==> src/logic/osa_regs.vh <==
`ifndef OSA_REGS_VH
`define OSA_REGS_VH

// Register offsets
`define OSA_ADDR_W 6
`define OSA_OFF_DEVICE_SETUP 6'h02
`define OSA_OFF_OVERSAMPLE_SETUP 6'h08
`define OSA_OFF_FILTER_STATUS 6'h30

// Reset values
`define OSA_RST_DEVICE_SETUP 8'h00
`define OSA_RST_OVERSAMPLE_SETUP 8'h00

// Field positions
`define OSA_EXT_CLK_BIT 5
`define OSA_PAD_HI 7
`define OSA_PAD_LO 5
`define OSA_RATIO_HI 3
`define OSA_RATIO_LO 0

// Ratio codes
`define OSA_PINS_SW_MODE 3'h7
`define OSA_RATIO_LG_MAX 4'h8

// Data widths
`define OSA_SAMPLE_W 16
`define OSA_CHANNELS 8
`define OSA_ACC_W 24

// Clock rate in MHz and internal sample clock frequencies, in units of 0.5 kHz
`define OSA_CLK_MHZ 100
`define OSA_PAD_F0_HKHZ 1600
`define OSA_PAD_F1_HKHZ 1506
`define OSA_PAD_F2_HKHZ 1422
`define OSA_PAD_F3_HKHZ 1347
`define OSA_PAD_F4_HKHZ 1280
`define OSA_PAD_F5_HKHZ 1219
`define OSA_PAD_F6_HKHZ 1164
`define OSA_PAD_F7_HKHZ 1113

// Sample period in clock cycles, rounded down
`define OSA_PAD_CYC(f) ((`OSA_CLK_MHZ * 2000) / (f))

`endif

==> src/logic/osa_fifo.v <==
`timescale 1ns/1ns
`default_nettype none

module osa_fifo #(
  parameter WIDTH = 19,
  parameter DEPTH = 16,
  parameter AW = 4
) (
  input wire clk_sys,
  input wire rst,
  input wire clk_en,
  input wire in_valid,
  output wire in_ready,
  input wire [WIDTH-1:0] in_data,
  output reg out_valid,
  input wire out_ready,
  output reg [WIDTH-1:0] out_data
);

  reg [WIDTH-1:0] mem [0:DEPTH-1];
  reg [AW-1:0] wr_ptr_r;
  reg [AW-1:0] rd_ptr_r;
  reg [AW:0] count_r;
  wire do_push;
  wire do_load;
  wire [AW:0] depth_w;

  // Full and empty from the word count
  assign depth_w = DEPTH[AW:0];
  assign in_ready = (count_r < depth_w);
  assign do_push = in_valid && in_ready;
  assign do_load = (!out_valid || out_ready) && (count_r != {(AW+1){1'b0}});

  // Storage, pointers and registered head word
  always @(posedge clk_sys) begin
    if (rst) begin
      wr_ptr_r <= {AW{1'b0}};
      rd_ptr_r <= {AW{1'b0}};
      count_r <= {(AW+1){1'b0}};
      out_valid <= 1'b0;
      out_data <= {WIDTH{1'b0}};
    end else if (clk_en) begin
      if (do_push) begin
        mem[wr_ptr_r] <= in_data;
        wr_ptr_r <= wr_ptr_r + 1'b1;
      end
      if (do_load) begin
        out_data <= mem[rd_ptr_r];
        rd_ptr_r <= rd_ptr_r + 1'b1;
        out_valid <= 1'b1;
      end else if (out_ready) begin
        out_valid <= 1'b0;
      end
      if (do_push && !do_load) begin
        count_r <= count_r + 1'b1;
      end else if (!do_push && do_load) begin
        count_r <= count_r - 1'b1;
      end
    end
  end

endmodule

`default_nettype wire

==> src/logic/osa_filter.v <==
`timescale 1ns/1ns
`default_nettype none
`include "osa_regs.vh"

module osa_filter #(
  parameter FIFO_DEPTH = 16,
  parameter FIFO_AW = 4
) (
  input wire clk_sys,
  input wire rst,
  input wire clk_en,
  input wire [2:0] ratio_select_pins,
  input wire conversion_trigger,
  output reg busy_r,
  output reg conv_start_r,
  input wire conv_done,
  input wire [`OSA_CHANNELS*`OSA_SAMPLE_W-1:0] conv_data,
  input wire reg_wr_en,
  input wire reg_rd_en,
  input wire [`OSA_ADDR_W-1:0] reg_addr,
  input wire [7:0] reg_wdata,
  output reg [7:0] reg_rdata_r,
  output wire res_valid,
  input wire res_ready,
  output wire [2:0] res_chan,
  output wire [`OSA_SAMPLE_W-1:0] res_data
);

  localparam ST_IDLE = 2'd0;
  localparam ST_CONV = 2'd1;
  localparam ST_WAIT = 2'd2;
  localparam ST_PUSH = 2'd3;
  localparam RES_W = `OSA_SAMPLE_W + 3;

  reg [2:0] pins_s1_r;
  reg [2:0] pins_s2_r;
  reg trig_s1_r;
  reg trig_s2_r;
  reg trig_d_r;
  reg [2:0] pins_lat_r;
  reg init_r;
  reg busy_d_r;
  reg [7:0] device_setup_r;
  reg [7:0] oversample_setup_r;
  reg [1:0] state_r;
  reg [1:0] state_nxt;
  reg [3:0] lg_r;
  reg ext_r;
  reg [8:0] n_done_r;
  reg [7:0] timer_r;
  reg [2:0] ch_r;
  reg [`OSA_ACC_W-1:0] acc_r [0:`OSA_CHANNELS-1];
  reg [3:0] lg_sel;
  reg [31:0] pad_full;
  reg [7:0] pad_cyc;
  reg [`OSA_ACC_W-1:0] avg_full;
  wire trig_rise;
  wire sw_mode;
  wire ext_sel;
  wire last_sample;
  wire fifo_ready;
  wire fifo_valid;
  wire [RES_W-1:0] fifo_in;
  wire [RES_W-1:0] fifo_out;
  wire [3:0] reg_ratio;
  wire [8:0] ratio_cnt;
  integer i;

  // Pin synchronisers and trigger edge detect
  always @(posedge clk_sys) begin
    if (rst) begin
      pins_s1_r <= 3'h0;
      pins_s2_r <= 3'h0;
      trig_s1_r <= 1'b0;
      trig_s2_r <= 1'b0;
      trig_d_r <= 1'b0;
    end else if (clk_en) begin
      pins_s1_r <= ratio_select_pins;
      pins_s2_r <= pins_s1_r;
      trig_s1_r <= conversion_trigger;
      trig_s2_r <= trig_s1_r;
      trig_d_r <= trig_s2_r;
    end
  end

  assign trig_rise = trig_s2_r && !trig_d_r;

  // Pin latch: once after reset, then on each busy fall
  always @(posedge clk_sys) begin
    if (rst) begin
      pins_lat_r <= 3'h0;
      init_r <= 1'b1;
      busy_d_r <= 1'b0;
    end else if (clk_en) begin
      busy_d_r <= busy_r;
      if (init_r && trig_s2_r == trig_d_r) begin
        pins_lat_r <= pins_s2_r;
        init_r <= 1'b0;
      end else if (busy_d_r && !busy_r) begin
        pins_lat_r <= pins_s2_r;
      end
    end
  end

  // Mode decode
  assign sw_mode = (pins_lat_r == `OSA_PINS_SW_MODE);
  assign reg_ratio = oversample_setup_r[`OSA_RATIO_HI:`OSA_RATIO_LO];

  // Oversampling ratio as a power of two
  always @* begin
    lg_sel = 4'h0;
    if (sw_mode) begin
      if (reg_ratio > `OSA_RATIO_LG_MAX) begin
        lg_sel = `OSA_RATIO_LG_MAX;
      end else begin
        lg_sel = reg_ratio;
      end
    end else begin
      lg_sel = {1'b0, pins_lat_r};
    end
  end

  // External sample clock, software mode only and ratio above 1
  assign ext_sel = sw_mode && device_setup_r[`OSA_EXT_CLK_BIT] &&
    (lg_sel != 4'h0);

  // Internal sample clock period from the pad field in software mode, from F0 otherwise
  always @* begin
    pad_full = `OSA_PAD_CYC(`OSA_PAD_F0_HKHZ);
    if (sw_mode) begin
      case (oversample_setup_r[`OSA_PAD_HI:`OSA_PAD_LO])
        3'h0: pad_full = `OSA_PAD_CYC(`OSA_PAD_F0_HKHZ);
        3'h1: pad_full = `OSA_PAD_CYC(`OSA_PAD_F1_HKHZ);
        3'h2: pad_full = `OSA_PAD_CYC(`OSA_PAD_F2_HKHZ);
        3'h3: pad_full = `OSA_PAD_CYC(`OSA_PAD_F3_HKHZ);
        3'h4: pad_full = `OSA_PAD_CYC(`OSA_PAD_F4_HKHZ);
        3'h5: pad_full = `OSA_PAD_CYC(`OSA_PAD_F5_HKHZ);
        3'h6: pad_full = `OSA_PAD_CYC(`OSA_PAD_F6_HKHZ);
        3'h7: pad_full = `OSA_PAD_CYC(`OSA_PAD_F7_HKHZ);
        default: pad_full = `OSA_PAD_CYC(`OSA_PAD_F0_HKHZ);
      endcase
    end
    pad_cyc = pad_full[7:0];
  end

  assign ratio_cnt = 9'h001 << lg_r;
  assign last_sample = (n_done_r == ratio_cnt - 9'h001);

  // Group sequencer
  always @* begin
    state_nxt = state_r;
    case (state_r)
      ST_IDLE: begin
        if (trig_rise) begin
          state_nxt = ST_CONV;
        end
      end
      ST_CONV: begin
        if (conv_done) begin
          if (last_sample) begin
            state_nxt = ST_PUSH;
          end else begin
            state_nxt = ST_WAIT;
          end
        end
      end
      ST_WAIT: begin
        if (ext_r) begin
          if (trig_rise) begin
            state_nxt = ST_CONV;
          end
        end else if (timer_r == 8'h00) begin
          state_nxt = ST_CONV;
        end
      end
      ST_PUSH: begin
        if (fifo_ready && ch_r == 3'h7) begin
          state_nxt = ST_IDLE;
        end
      end
      default: state_nxt = ST_IDLE;
    endcase
  end

  // Sequencer state, sample counting and busy
  always @(posedge clk_sys) begin
    if (rst) begin
      state_r <= ST_IDLE;
      busy_r <= 1'b0;
      conv_start_r <= 1'b0;
      lg_r <= 4'h0;
      ext_r <= 1'b0;
      n_done_r <= 9'h000;
      timer_r <= 8'h00;
      ch_r <= 3'h0;
    end else if (clk_en) begin
      state_r <= state_nxt;
      conv_start_r <= 1'b0;
      if (timer_r != 8'h00) begin
        timer_r <= timer_r - 8'h01;
      end
      case (state_r)
        ST_IDLE: begin
          if (trig_rise) begin
            lg_r <= lg_sel;
            ext_r <= ext_sel;
            n_done_r <= 9'h000;
            ch_r <= 3'h0;
            busy_r <= 1'b1;
            conv_start_r <= 1'b1;
            timer_r <= pad_cyc - 8'h01;
          end
        end
        ST_CONV: begin
          if (conv_done) begin
            n_done_r <= n_done_r + 9'h001;
          end
        end
        ST_WAIT: begin
          if ((ext_r && trig_rise) || (!ext_r && timer_r == 8'h00)) begin
            conv_start_r <= 1'b1;
            timer_r <= pad_cyc - 8'h01;
          end
        end
        ST_PUSH: begin
          if (fifo_ready) begin
            ch_r <= ch_r + 3'h1;
            if (ch_r == 3'h7) begin
              busy_r <= 1'b0;
            end
          end
        end
        default: busy_r <= 1'b0;
      endcase
    end
  end

  // Per-channel accumulators of signed samples
  always @(posedge clk_sys) begin
    if (rst) begin
      for (i = 0; i < `OSA_CHANNELS; i = i + 1) begin
        acc_r[i] <= {`OSA_ACC_W{1'b0}};
      end
    end else if (clk_en) begin
      for (i = 0; i < `OSA_CHANNELS; i = i + 1) begin
        if (state_r == ST_IDLE && trig_rise) begin
          acc_r[i] <= {`OSA_ACC_W{1'b0}};
        end else if (state_r == ST_CONV && conv_done) begin
          acc_r[i] <= acc_r[i] + {{(`OSA_ACC_W-`OSA_SAMPLE_W)
            {conv_data[i*`OSA_SAMPLE_W+`OSA_SAMPLE_W-1]}},
            conv_data[i*`OSA_SAMPLE_W +: `OSA_SAMPLE_W]};
        end
      end
    end
  end

  // Sum divided by the ratio, floor of the signed value
  always @* begin
    avg_full = $signed(acc_r[ch_r]) >>> lg_r;
  end

  assign fifo_in = {ch_r, avg_full[`OSA_SAMPLE_W-1:0]};

  // Result buffer, readable while the group is still busy
  osa_fifo #(
    .WIDTH(RES_W),
    .DEPTH(FIFO_DEPTH),
    .AW(FIFO_AW)
  ) u_fifo (
    .clk_sys(clk_sys),
    .rst(rst),
    .clk_en(clk_en),
    .in_valid(state_r == ST_PUSH),
    .in_ready(fifo_ready),
    .in_data(fifo_in),
    .out_valid(fifo_valid),
    .out_ready(res_ready),
    .out_data(fifo_out)
  );

  assign res_valid = fifo_valid;
  assign res_chan = fifo_out[RES_W-1:`OSA_SAMPLE_W];
  assign res_data = fifo_out[`OSA_SAMPLE_W-1:0];

  // Register writes
  always @(posedge clk_sys) begin
    if (rst) begin
      device_setup_r <= `OSA_RST_DEVICE_SETUP;
      oversample_setup_r <= `OSA_RST_OVERSAMPLE_SETUP;
    end else if (clk_en && reg_wr_en) begin
      if (reg_addr == `OSA_OFF_DEVICE_SETUP) begin
        device_setup_r <= reg_wdata;
      end
      if (reg_addr == `OSA_OFF_OVERSAMPLE_SETUP) begin
        oversample_setup_r <= reg_wdata;
      end
    end
  end

  // Register reads, one cycle after the strobe
  always @(posedge clk_sys) begin
    if (rst) begin
      reg_rdata_r <= 8'h00;
    end else if (clk_en && reg_rd_en) begin
      case (reg_addr)
        `OSA_OFF_DEVICE_SETUP: reg_rdata_r <= device_setup_r;
        `OSA_OFF_OVERSAMPLE_SETUP: reg_rdata_r <= oversample_setup_r;
        `OSA_OFF_FILTER_STATUS: reg_rdata_r <= {busy_r, sw_mode, ext_sel,
          1'b0, lg_sel};
        default: reg_rdata_r <= 8'h00;
      endcase
    end
  end

endmodule

`default_nettype wire

==> config.mk <==
export PLATFORM = sky130hd
export DESIGN_NAME = osa_filter
export DESIGN_NICKNAME = d
export VERILOG_FILES = /design/src/logic/osa_fifo.v /design/src/logic/osa_filter.v
export VERILOG_INCLUDE_DIRS = /design/src /design/src/logic
export SDC_FILE = /design/constraint.sdc
export NUM_CORES = 1
export LEC_CHECK = 0
export BUFFER_PORTS_ARGS = -buffer_cell sky130_fd_sc_hd__buf_2
export CAP_MARGIN = 5
export CELL_PAD_IN_SITES_DETAIL_PLACEMENT = 1
export CELL_PAD_IN_SITES_GLOBAL_PLACEMENT = 1
export CORE_ASPECT_RATIO = 0.75
export CORE_MARGIN = 2
export CORE_UTILIZATION = 50
export DETAILED_ROUTE_END_ITERATION = 12
export MAX_ROUTING_LAYER = met4
export PLACE_DENSITY = 0.79
export SETUP_SLACK_MARGIN = 0.3
export SLEW_MARGIN = 20
export SYNTH_ARGS = -nofsm -noshare
export SYNTH_HDL_FRONTEND = slang
export SYNTH_HIERARCHICAL = 1
export SYNTH_SLANG_ARGS = --single-unit
==> constraint.sdc <==
create_clock -name clk_sys -period 8.3 [get_ports clk_sys]
set_input_delay 0 -clock clk_sys [delete_from_list [all_inputs] [get_ports clk_sys]]
set_output_delay 0 -clock clk_sys [all_outputs]
set_load 0.005 [all_outputs]
Word-level counts from Yosys, hierarchy flattened
Memories as Yosys holds them, arrays and structs flattened. A register that Yosys moved wholly into a read port is not among the register bits. Index checks and enable logic that the tools add are counted.

Register bits after elaboration: 81. Bits in latches: 0. Memory bits (writable): 496. Memory bits (read-only): 64. Output and inout port bits: 30. Word-level logic and storage cells: 195. Memories kept: 3.

Memory list: u_fifo.mem (words 16, width 19, read ports 1, clocked after Yosys merged registers in 1, write ports 1, RTL line osa_fifo.v:20) `reg [WIDTH-1:0] mem [0:DEPTH-1];`; acc_r (words 8, width 24, read ports 9, clocked after Yosys merged registers in 1, write ports 8, RTL line osa_filter.v:52) `` reg [`OSA_ACC_W-1:0] acc_r [0:`OSA_CHANNELS-1]; ``; (name not given) (words 8, width 8, read ports 1, clocked after Yosys merged registers in 1, write ports 0, RTL line osa_filter.v:131) `` case (oversample_setup_r[`OSA_PAD_HI:`OSA_PAD_LO]) ``.

$add $sub $neg: 17. $mul: 0. Div/mod/pow operators: 0. Order comparisons: 2. Equality and inequality tests: 16. Shifts and indexed selects: 2. Mux-type cells: 69. Bitwise operators: 16. Reductions and logical operators: 47.

Operators by type and width (count): 24-bit two-way mux (16); 24-bit adder (8); 8-bit two-way mux (4); 3-bit two-way mux (8); 8-bit one-hot mux with 3 select lines (1); 24-bit by 4-bit >>> shifter with 16-bit output (1); 1-bit two-way mux (23); 9-bit two-way mux (2); 9-bit one-hot mux with 2 select lines (1); 1-bit logical AND (16); 1-bit OR (16); 8-bit one-hot mux with 2 select lines (1); 2-bit AND reduction (8); 8-bit by 1-bit subtractor with 8-bit output, second input constant (2); 4-bit AND reduction (3); 2-bit two-way mux (5); 5-bit two-way mux (2); 2-bit != test, second input constant (5); 2-bit nonzero test (5); 9-bit by 1-bit adder with 9-bit output, second input constant (1); 9-bit equality test (1); 1-bit by 4-bit << shifter with 9-bit output, first input constant (1); 9-bit by 1-bit subtractor with 9-bit output, second input constant (1); 4-bit by 1-bit adder with 4-bit output, second input constant (2); 26 further kinds (36).

Depth between registers and ports, before layout
Gate-level depths: netlist of run 1.

Word-level depth: 9. Gate-level depth with buffers: 12.

By module
The synthesis of run 1 kept the hierarchy.

Modules (own cells, without submodules): osa_filter (times used 1, cells each 2278, area an instance 21391.8 um2, seq. area each 7327.0 um2); osa_fifo (times used 1, cells each 719, area an instance 13175.1 um2, seq. area each 9789.4 um2).

Worst setup path before layout of run 1
No wires, ideal clock.

Path type: reg-to-reg. From: register trig_s2_r. To: memory acc_r[0][0] (netlist name), enable pin. Library setup time: 558 ps. Arrival: 5452 ps. Path slack: 2290 ps. Cell stages (with the launch flop): 8. Path buffers: 2. Period minus slack after synthesis: 6010 ps. Path through: dfxtp_1 ha_1 nand2b_1 or2_2 clkbuf_1 nand2b_1 clkbuf_1 nand2b_1.

RTL lines: start, declared (RTL line osa_filter.v:38) `reg trig_s2_r;`; start signal, assigned (RTL line osa_filter.v:81) `trig_s2_r <= trig_s1_r;`; end, declared (RTL line osa_filter.v:52).

==> results.sh, run 1 <==
export IMPL_cts_tree="done"
export IMPL_floorplan_rows=83
export IMPL_fmaxAchievable_ghz=0.277
export IMPL_clock_tree_htree_level_count=3
export IMPL_fin_crit_ps=3610
export IMPL_report_final_setup_viol=0
export IMPL_synth_top_cells_by_area="sky130_fd_sc_hd__edfxtp_1 (43%), sky130_fd_sc_hd__ha_1 (7.3%), sky130_fd_sc_hd__dfxtp_1 (6.4%)"
export IMPL_clk_pin_slew_worst_paths_ps=60
export IMPL_synth_lib_cells_used_distinct=87
export IMPL_cts_made_buffers=67
export IMPL_synth_top_area_share_pct=43.1
export IMPL_timing_max_cap_violations=0
export IMPL_core_area_sq_um=68400
export IMPL_final_min_period_over_clock_period_pct=43.5
export IMPL_synth_top_cell_by_area="sky130_fd_sc_hd__edfxtp_1"
export IMPL_port_buffers=182
export IMPL_design_final_nets=3625
export IMPL_critPathRequiredTime_ps=8540
export IMPL_cts_root_buf="sky130_fd_sc_hd__clkbuf_16"
export IMPL_synth_net_count=3361
export IMPL_p_leak_nw=14.9
export IMPL_design_die_area_sq_um=71300
export IMPL_fillerInstances=7065
export IMPL_ys_ff_latch=607
export IMPL_yosys_cell_count_top_type="sky130_fd_sc_hd__edfxtp_1"
export IMPL_outcome="finished, final reports clean"
export IMPL_area_grow_syn2layout_pct=14.7
export IMPL_globalRouteTotalUtil_pct=31.1
export IMPL_initial_core_util_pct=50.5
export IMPL_worst_skew_pair_late_latency_ps=620
export IMPL_post_route_cells_drive_above_1_share_pct=16.2
export IMPL_postSynthCellCount=2997
export IMPL_final_max_slew_violation_count=0
export IMPL_power_density_nw_per_um2=213
export IMPL_clock_sinks=607
export IMPL_critical_path_cell_by_cell="ha_1 > nand2b_1 > or2_2 > nand2b_1 > nand2b_4 > buf_4"
export IMPL_setup_repair_after_global_routing_missed_its_margin="no"
export IMPL_critical_path_peak_fanout=70
export IMPL_critical_path_start_type="register"
export IMPL_first_iter_violations=2495
export IMPL_synth_top_flop_cell="sky130_fd_sc_hd__edfxtp_1"
export IMPL_dp_final_hpwl_mm=73.2
export IMPL_r2r_setup_slack_ps=4690
export IMPL_ys_seq_area_share_pct=49.5
export IMPL_slew_limit_headroom_pct=30.2
export IMPL_wire_length_of_the_first_global_routing_pass_mm=165
export IMPL_fp_dieW_um=308
export IMPL_max_stage_delay_ps=860
export IMPL_worstPathArrival_ps=3840
export IMPL_worstSetupPathType="reg2reg"
export IMPL_route_final_wire_length_mm=107
export IMPL_synth_cell_area_sq_um=34600
export IMPL_power_w=0.00844
export IMPL_endpoint_kind="register"
export IMPL_ports=183
export IMPL_ctsLongestPathBuffers=3
export IMPL_detailedRoute_firstPassIterationCount=5
export IMPL_dr_total_vias=26600
export IMPL_gp_routability_congestion=0.945
export IMPL_drt_antenna_violating_nets=0
export IMPL_first_global_vias=27400
export IMPL_finalSetupTns_ps=0
export IMPL_globalRoute_totalOverflow=0
export IMPL_post_drt_wl_per_cell_um=25.5
export IMPL_ys_warnings_count=6
export IMPL_avgSynthCellArea_sq_um=11.5
export IMPL_synth_async_reset_ratio_pct=0
export IMPL_worst_path_max_delay_cell="sky130_fd_sc_hd__nand2b_4"
export IMPL_detail_route_vias_per_cell=6.31
export IMPL_cts_setup_buffers=0
export IMPL_worstHoldPathType="in2reg"
export IMPL_floorplan_die_height_um=232
export IMPL_maximum_number_of_pins_on_one_net_before_global_route_repair=71
export IMPL_synth_edf_count=496
export IMPL_hold_viol_final=0
export IMPL_antenna_found_initial=5
export IMPL_crit_path_frequent_cell="sky130_fd_sc_hd__nand2b_1"
export IMPL_max_vdd_ir_drop_mv=0.139
export IMPL_synth_top_cells_by_count="sky130_fd_sc_hd__edfxtp_1 (496), sky130_fd_sc_hd__nor2_1 (302), sky130_fd_sc_hd__ha_1 (202)"
export IMPL_detail_route_drc_violations=0
export IMPL_worst_slew_pin_transition_ps=1040
export IMPL_finalClockSkew_ps=22.8
## final timing paths
kind / from / to / cells after the start
min reg2reg: init_r / init_r / 1
min: conv_data[109] / acc_r[6][13] / 4
max reg2reg: trig_s2_r / acc_r[1][22] / 6
max: trig_s2_r / acc_r[1][22] / 6
## report_power, final
group          switching (W)  leakage [nW]  internal (W)
sequential          0.000138          5.68       0.00342
clock                0.00130          1.11       0.00183
combinational        0.00103          8.12      0.000723
## sequential cells by signal, summed over array words and instances, names as in the netlist, 2 cells and up, named ones only
register	cells
n_done_r	9
pins_s1_r	3
u_fifo/rd_ptr_r	4
u_fifo/out_data	19
state_r	2
u_fifo/count_r	5
device_setup_r	8
lg_r	4
timer_r	8
oversample_setup_r	8
reg_rdata_r	8
acc_r	192
ch_r	3
u_fifo/mem	304
u_fifo/wr_ptr_r	4
pins_lat_r	3
pins_s2_r	3
## kinds of logic (layout without fill, tap and decap cells)
kind of cell	Yosys count	in the layout	share of synthesized area (%)
adder cells (fa/ha/maj)	211	211	7.83
other	0	2	0
AO/OA/AOI/OAI	702	702	13.6
XOR/XNOR	121	121	3.07
flip-flops	607	607	49.5
AND/OR/NAND/NOR	878	878	12.3
buffers and inverters	198	516	2.37
multiplexers	280	280	11.4
## per-stage QoR
stage	cell area [sq um]	hold slack [ps]	setup WS, ps	instances	util, %
after floorplan	34600	147	2290	2997	-
after detailed placement	36400	250	4330	3994	53.2
after CTS	39600	1.82	4300	4207	57.9
final	39600	21.6	4690	4209	57.9
after global placement	36400	243	4570	3994	53.2
after global routing	39600	44.0	4380	4208	57.9
## what timing repair did
action	CTS	global route
hold buffers	90	0
resized for setup	0	0
endpoints found under the hold margin	124	0
## cell type report
type / count / area [sq um] / share of cell area, %
flip-flops and latches: 607 / 17100 / 43.2
multi-input cells: 2192 / 16700 / 42.1
repair buffers: 311 / 2110 / 5.32
clock buffers: 90 / 1890 / 4.76
well taps: 892 / 1120 / 2.82
clock inverters: 33 / 383 / 0.966
inverters: 82 / 308 / 0.777
diodes: 2 / 5.00 / 0.0126
## cell usage in the layout, fill, tap and decap left out, drive strengths merged, types with 86 or more instances in the layout
master	synthesis	routed
edfxtp	496	496
mux4	87	87
a21oi	160	160
mux2i	165	165
inv	82	86
ha	202	202
buf	48	221
nor2	303	303
dfxtp	111	111
o21ai	145	145
clkbuf	68	90
nand2	185	185
dlygate4sd3	0	90
## layer usage
layer	vias to the layer above	track usage [%]	share of wire, %
met5	-	-	0
met4	0	7.24	2.2
met3	171	5.04	7.6
met2	958	48.0	46
met1	13500	43.3	44
li1	12000	-	-
## critical path, delay by kind of cell (launching register included)
kind,cells,cell delay [ps]
simple gates,4,1690
flops,1,360
buf+inv,1,850
fa+ha+maj,1,220
Power figures use the tool's default switching activity.
==> run 2, diff against run 1 <==
CORE_UTILIZATION = 46   (was 50)
PLACE_DENSITY = 0.77   (was 0.79)
clock period = 3.32 ns   (was 8.3 ns; I/O delays follow)
==> run 2 against run 1 <==
Against the previous run:
- clock-buffer cell count unchanged
- largest cell class unchanged
- flip-flop and latch count unchanged
- critical path depth up 4
- final cell count up 3.8%
- sequential power rose to 2.5 times the previous value
- clock skew up 1.9 ps
- utilization down 3.6 points
- sequential share of layout area down 1.1 points
==> results.sh, run 2 (synthesized netlist as in run 1, its figures left out) <==
export IMPL_gp_routability_congestion=0.916
export IMPL_net_switching_power_w=0.00627
export IMPL_first_global_vias=28000
export IMPL_area_taken_by_multi_input_logic_gates_sq_um=17000
export IMPL_clock_sinks=607
export IMPL_route_final_wire_length_mm=112
export IMPL_post_route_cells_drive_above_1_share_pct=18.4
export IMPL_power_clock_fraction_pct=35.7
export IMPL_placement_cell_area_sq_um=37000
export IMPL_setup_repair_after_global_routing_missed_its_margin="yes"
export IMPL_initial_core_util_pct=46.2
export IMPL_critical_path_peak_fanout=4
export IMPL_critPathRequiredTime_ps=3760
export IMPL_floorplan_die_height_um=241
export IMPL_top_regs="u_fifo/mem: 304 flops, acc_r: 192 flops, u_fifo/out_data: 19 flops"
export IMPL_globalRouteTotalUtil_pct=29.7
export IMPL_power_density_nw_per_um2=517
export IMPL_pre_cts_slack_ps=-7.06
export IMPL_dr_total_vias=27000
export IMPL_port_buffers=182
export IMPL_final_cell_mix="sky130_fd_sc_hd__edfxtp_1 (496), sky130_fd_sc_hd__nor2_1 (300), sky130_fd_sc_hd__ha_1 (190)"
export IMPL_slew_limit_headroom_pct=43.2
export IMPL_timing_max_cap_violations=0
export IMPL_largest_register_ff_count=304
export IMPL_final_max_slew_violation_count=0
export IMPL_regMostFlops="u_fifo/mem"
export IMPL_post_drt_wl_per_cell_um=25.6
export IMPL_globalRoute_totalOverflow=0
export IMPL_max_vdd_ir_drop_mv=0.343
export IMPL_critical_path_start_type="register"
export IMPL_fmaxAchievable_ghz=0.326
export IMPL_fin_crit_ps=3070
export IMPL_design_die_area_sq_um=77400
export IMPL_setup_ws_ps=253
export IMPL_cts_made_buffers=67
export IMPL_placedCellCount=4131
export IMPL_outcome="finished, final reports clean"
export IMPL_detail_route_vias_per_cell=6.19
export IMPL_core_area_sq_um=74800
export IMPL_maximum_number_of_pins_on_one_net_before_global_route_repair=61
export IMPL_fp_dieW_um=321
export IMPL_ports=183
export IMPL_worstSetupPathType="reg2reg"
export IMPL_detail_route_drc_violations=0
export IMPL_critical_path_cell_by_cell="ha_1 > nand4_1 > or2_2 > a2111oi_4 > buf_4 > o211ai_1 > a211oi_2 > o21ai_0 > and3_1 > nor3_1"
export IMPL_worstHoldPathType="in2reg"
export IMPL_drt_antenna_violating_nets=0
export IMPL_worst_slew_pin_transition_ps=852
export IMPL_design_final_nets=3700
export IMPL_floorplan_rows=87
export IMPL_ctsLongestPathBuffers=3
export IMPL_fillerInstances=7812
export IMPL_dp_final_hpwl_mm=78.6
export IMPL_seq_power_share_pct=42.4
export IMPL_p_leak_nw=15.3
export IMPL_worst_path_max_delay_cell="sky130_fd_sc_hd__edfxtp_1"
export IMPL_detailedRoute_firstPassIterationCount=5
export IMPL_area_grow_syn2layout_pct=17.6
export IMPL_report_final_setup_viol=0
export IMPL_first_iter_violations=2637
export IMPL_cts_root_buf="sky130_fd_sc_hd__clkbuf_16"
export IMPL_endpoint_kind="register"
export IMPL_wire_length_of_the_first_global_routing_pass_mm=170
export IMPL_timing_hold_ws_ps=37.2
export IMPL_instances_no_fill=4370
export IMPL_comb_power_share_pct=21.9
export IMPL_antenna_found_initial=11
export IMPL_clk_pin_slew_worst_paths_ps=60
export IMPL_power_switching_fraction_pct=29.8
export IMPL_max_stage_delay_ps=440
export IMPL_clock_tree_htree_level_count=3
export IMPL_worst_skew_pair_late_latency_ps=630
export IMPL_finalClockSkew_ps=24.7
export IMPL_worstPathArrival_ps=3510
export IMPL_final_area_sq_um=40600
export IMPL_seqCellArea_sq_um=17100
export IMPL_cell_internal_pwr_w=0.0148
export IMPL_finalSetupTns_ps=0
export IMPL_final_common_cell="sky130_fd_sc_hd__edfxtp_1"
export IMPL_final_min_period_over_clock_period_pct=92.4
export IMPL_cts_tree="done"
export IMPL_hold_viol_final=0
==> run 2: cell type report <==
cell class              count  share of cell area, %
inverters                  82                  0.757
well taps                 979                   3.01
clock inverters            31                  0.708
flip-flops and latches    607                   42.1
diodes                      3                 0.0185
clock buffers              90                   4.57
multi-input cells        2192                   41.7
repair buffers            386                   7.05
==> run 2: final timing paths <==
kind         slack, ps          start  cells past startpoint            to
max                250   acc_r[3][13]                     10  acc_r[3][21]
max reg2reg        250   acc_r[3][13]                     10  acc_r[3][21]
min                 40  conv_data[12]                      4  acc_r[0][12]
min reg2reg        460         init_r                      1        init_r
==> run 2: power groups by stage <==
stage          combinational (W)  clock [W]  sequential (W)
3_3_place_gp             0.00408          0         0.00903
5_1_grt                  0.00501    0.00787         0.00893
6_report                 0.00459    0.00752         0.00892
3_5_place_dp             0.00430          0         0.00906
4_1_cts                  0.00449    0.00761         0.00890
2_1_floorplan            0.00306          0         0.00887
==> run 2: stage by stage <==
| stage | util (%) | power (W) |
|---|---|---|
| 3_5_place_dp | 49.5 | 0.0134 |
| 2_1_floorplan | - | 0.0119 |
| 3_3_place_gp | 49.5 | 0.0131 |
| 6_report | 54.3 | 0.0210 |
| 4_1_cts | 54.0 | 0.0210 |
| 5_1_grt | 54.3 | 0.0218 |
==> run 2: critical path, delay by kind of cell, from the launching register on <==
family / cells / cell delay (ps)
and+or+nand+nor: 4 / 910
DFF: 1 / 440
adders and majority gates: 1 / 390
buffers and inverters: 1 / 170
AOI/OAI and AO/OA: 4 / 990
==> run 2: timing repair <==
action                                 4_1_cts  5_1_grt
setup buffers                                1        6
setup endpoints to repair                   88      207
hold buffers                               108        0
endpoints found under the hold margin      141        0
cloned                                       0        0
pin swaps                                    1       11
gates resized for setup                     32       59
==> run 2: per-layer routing <==
| metal | part of all wire (%) | GRT usage [%] |
|---|---|---|
| met4 | 2.1 | 6.59 |
| met3 | 7.6 | 4.80 |
| met1 | 45 | 41.2 |
| met5 | 0 | - |
| met2 | 46 | 46.0 |
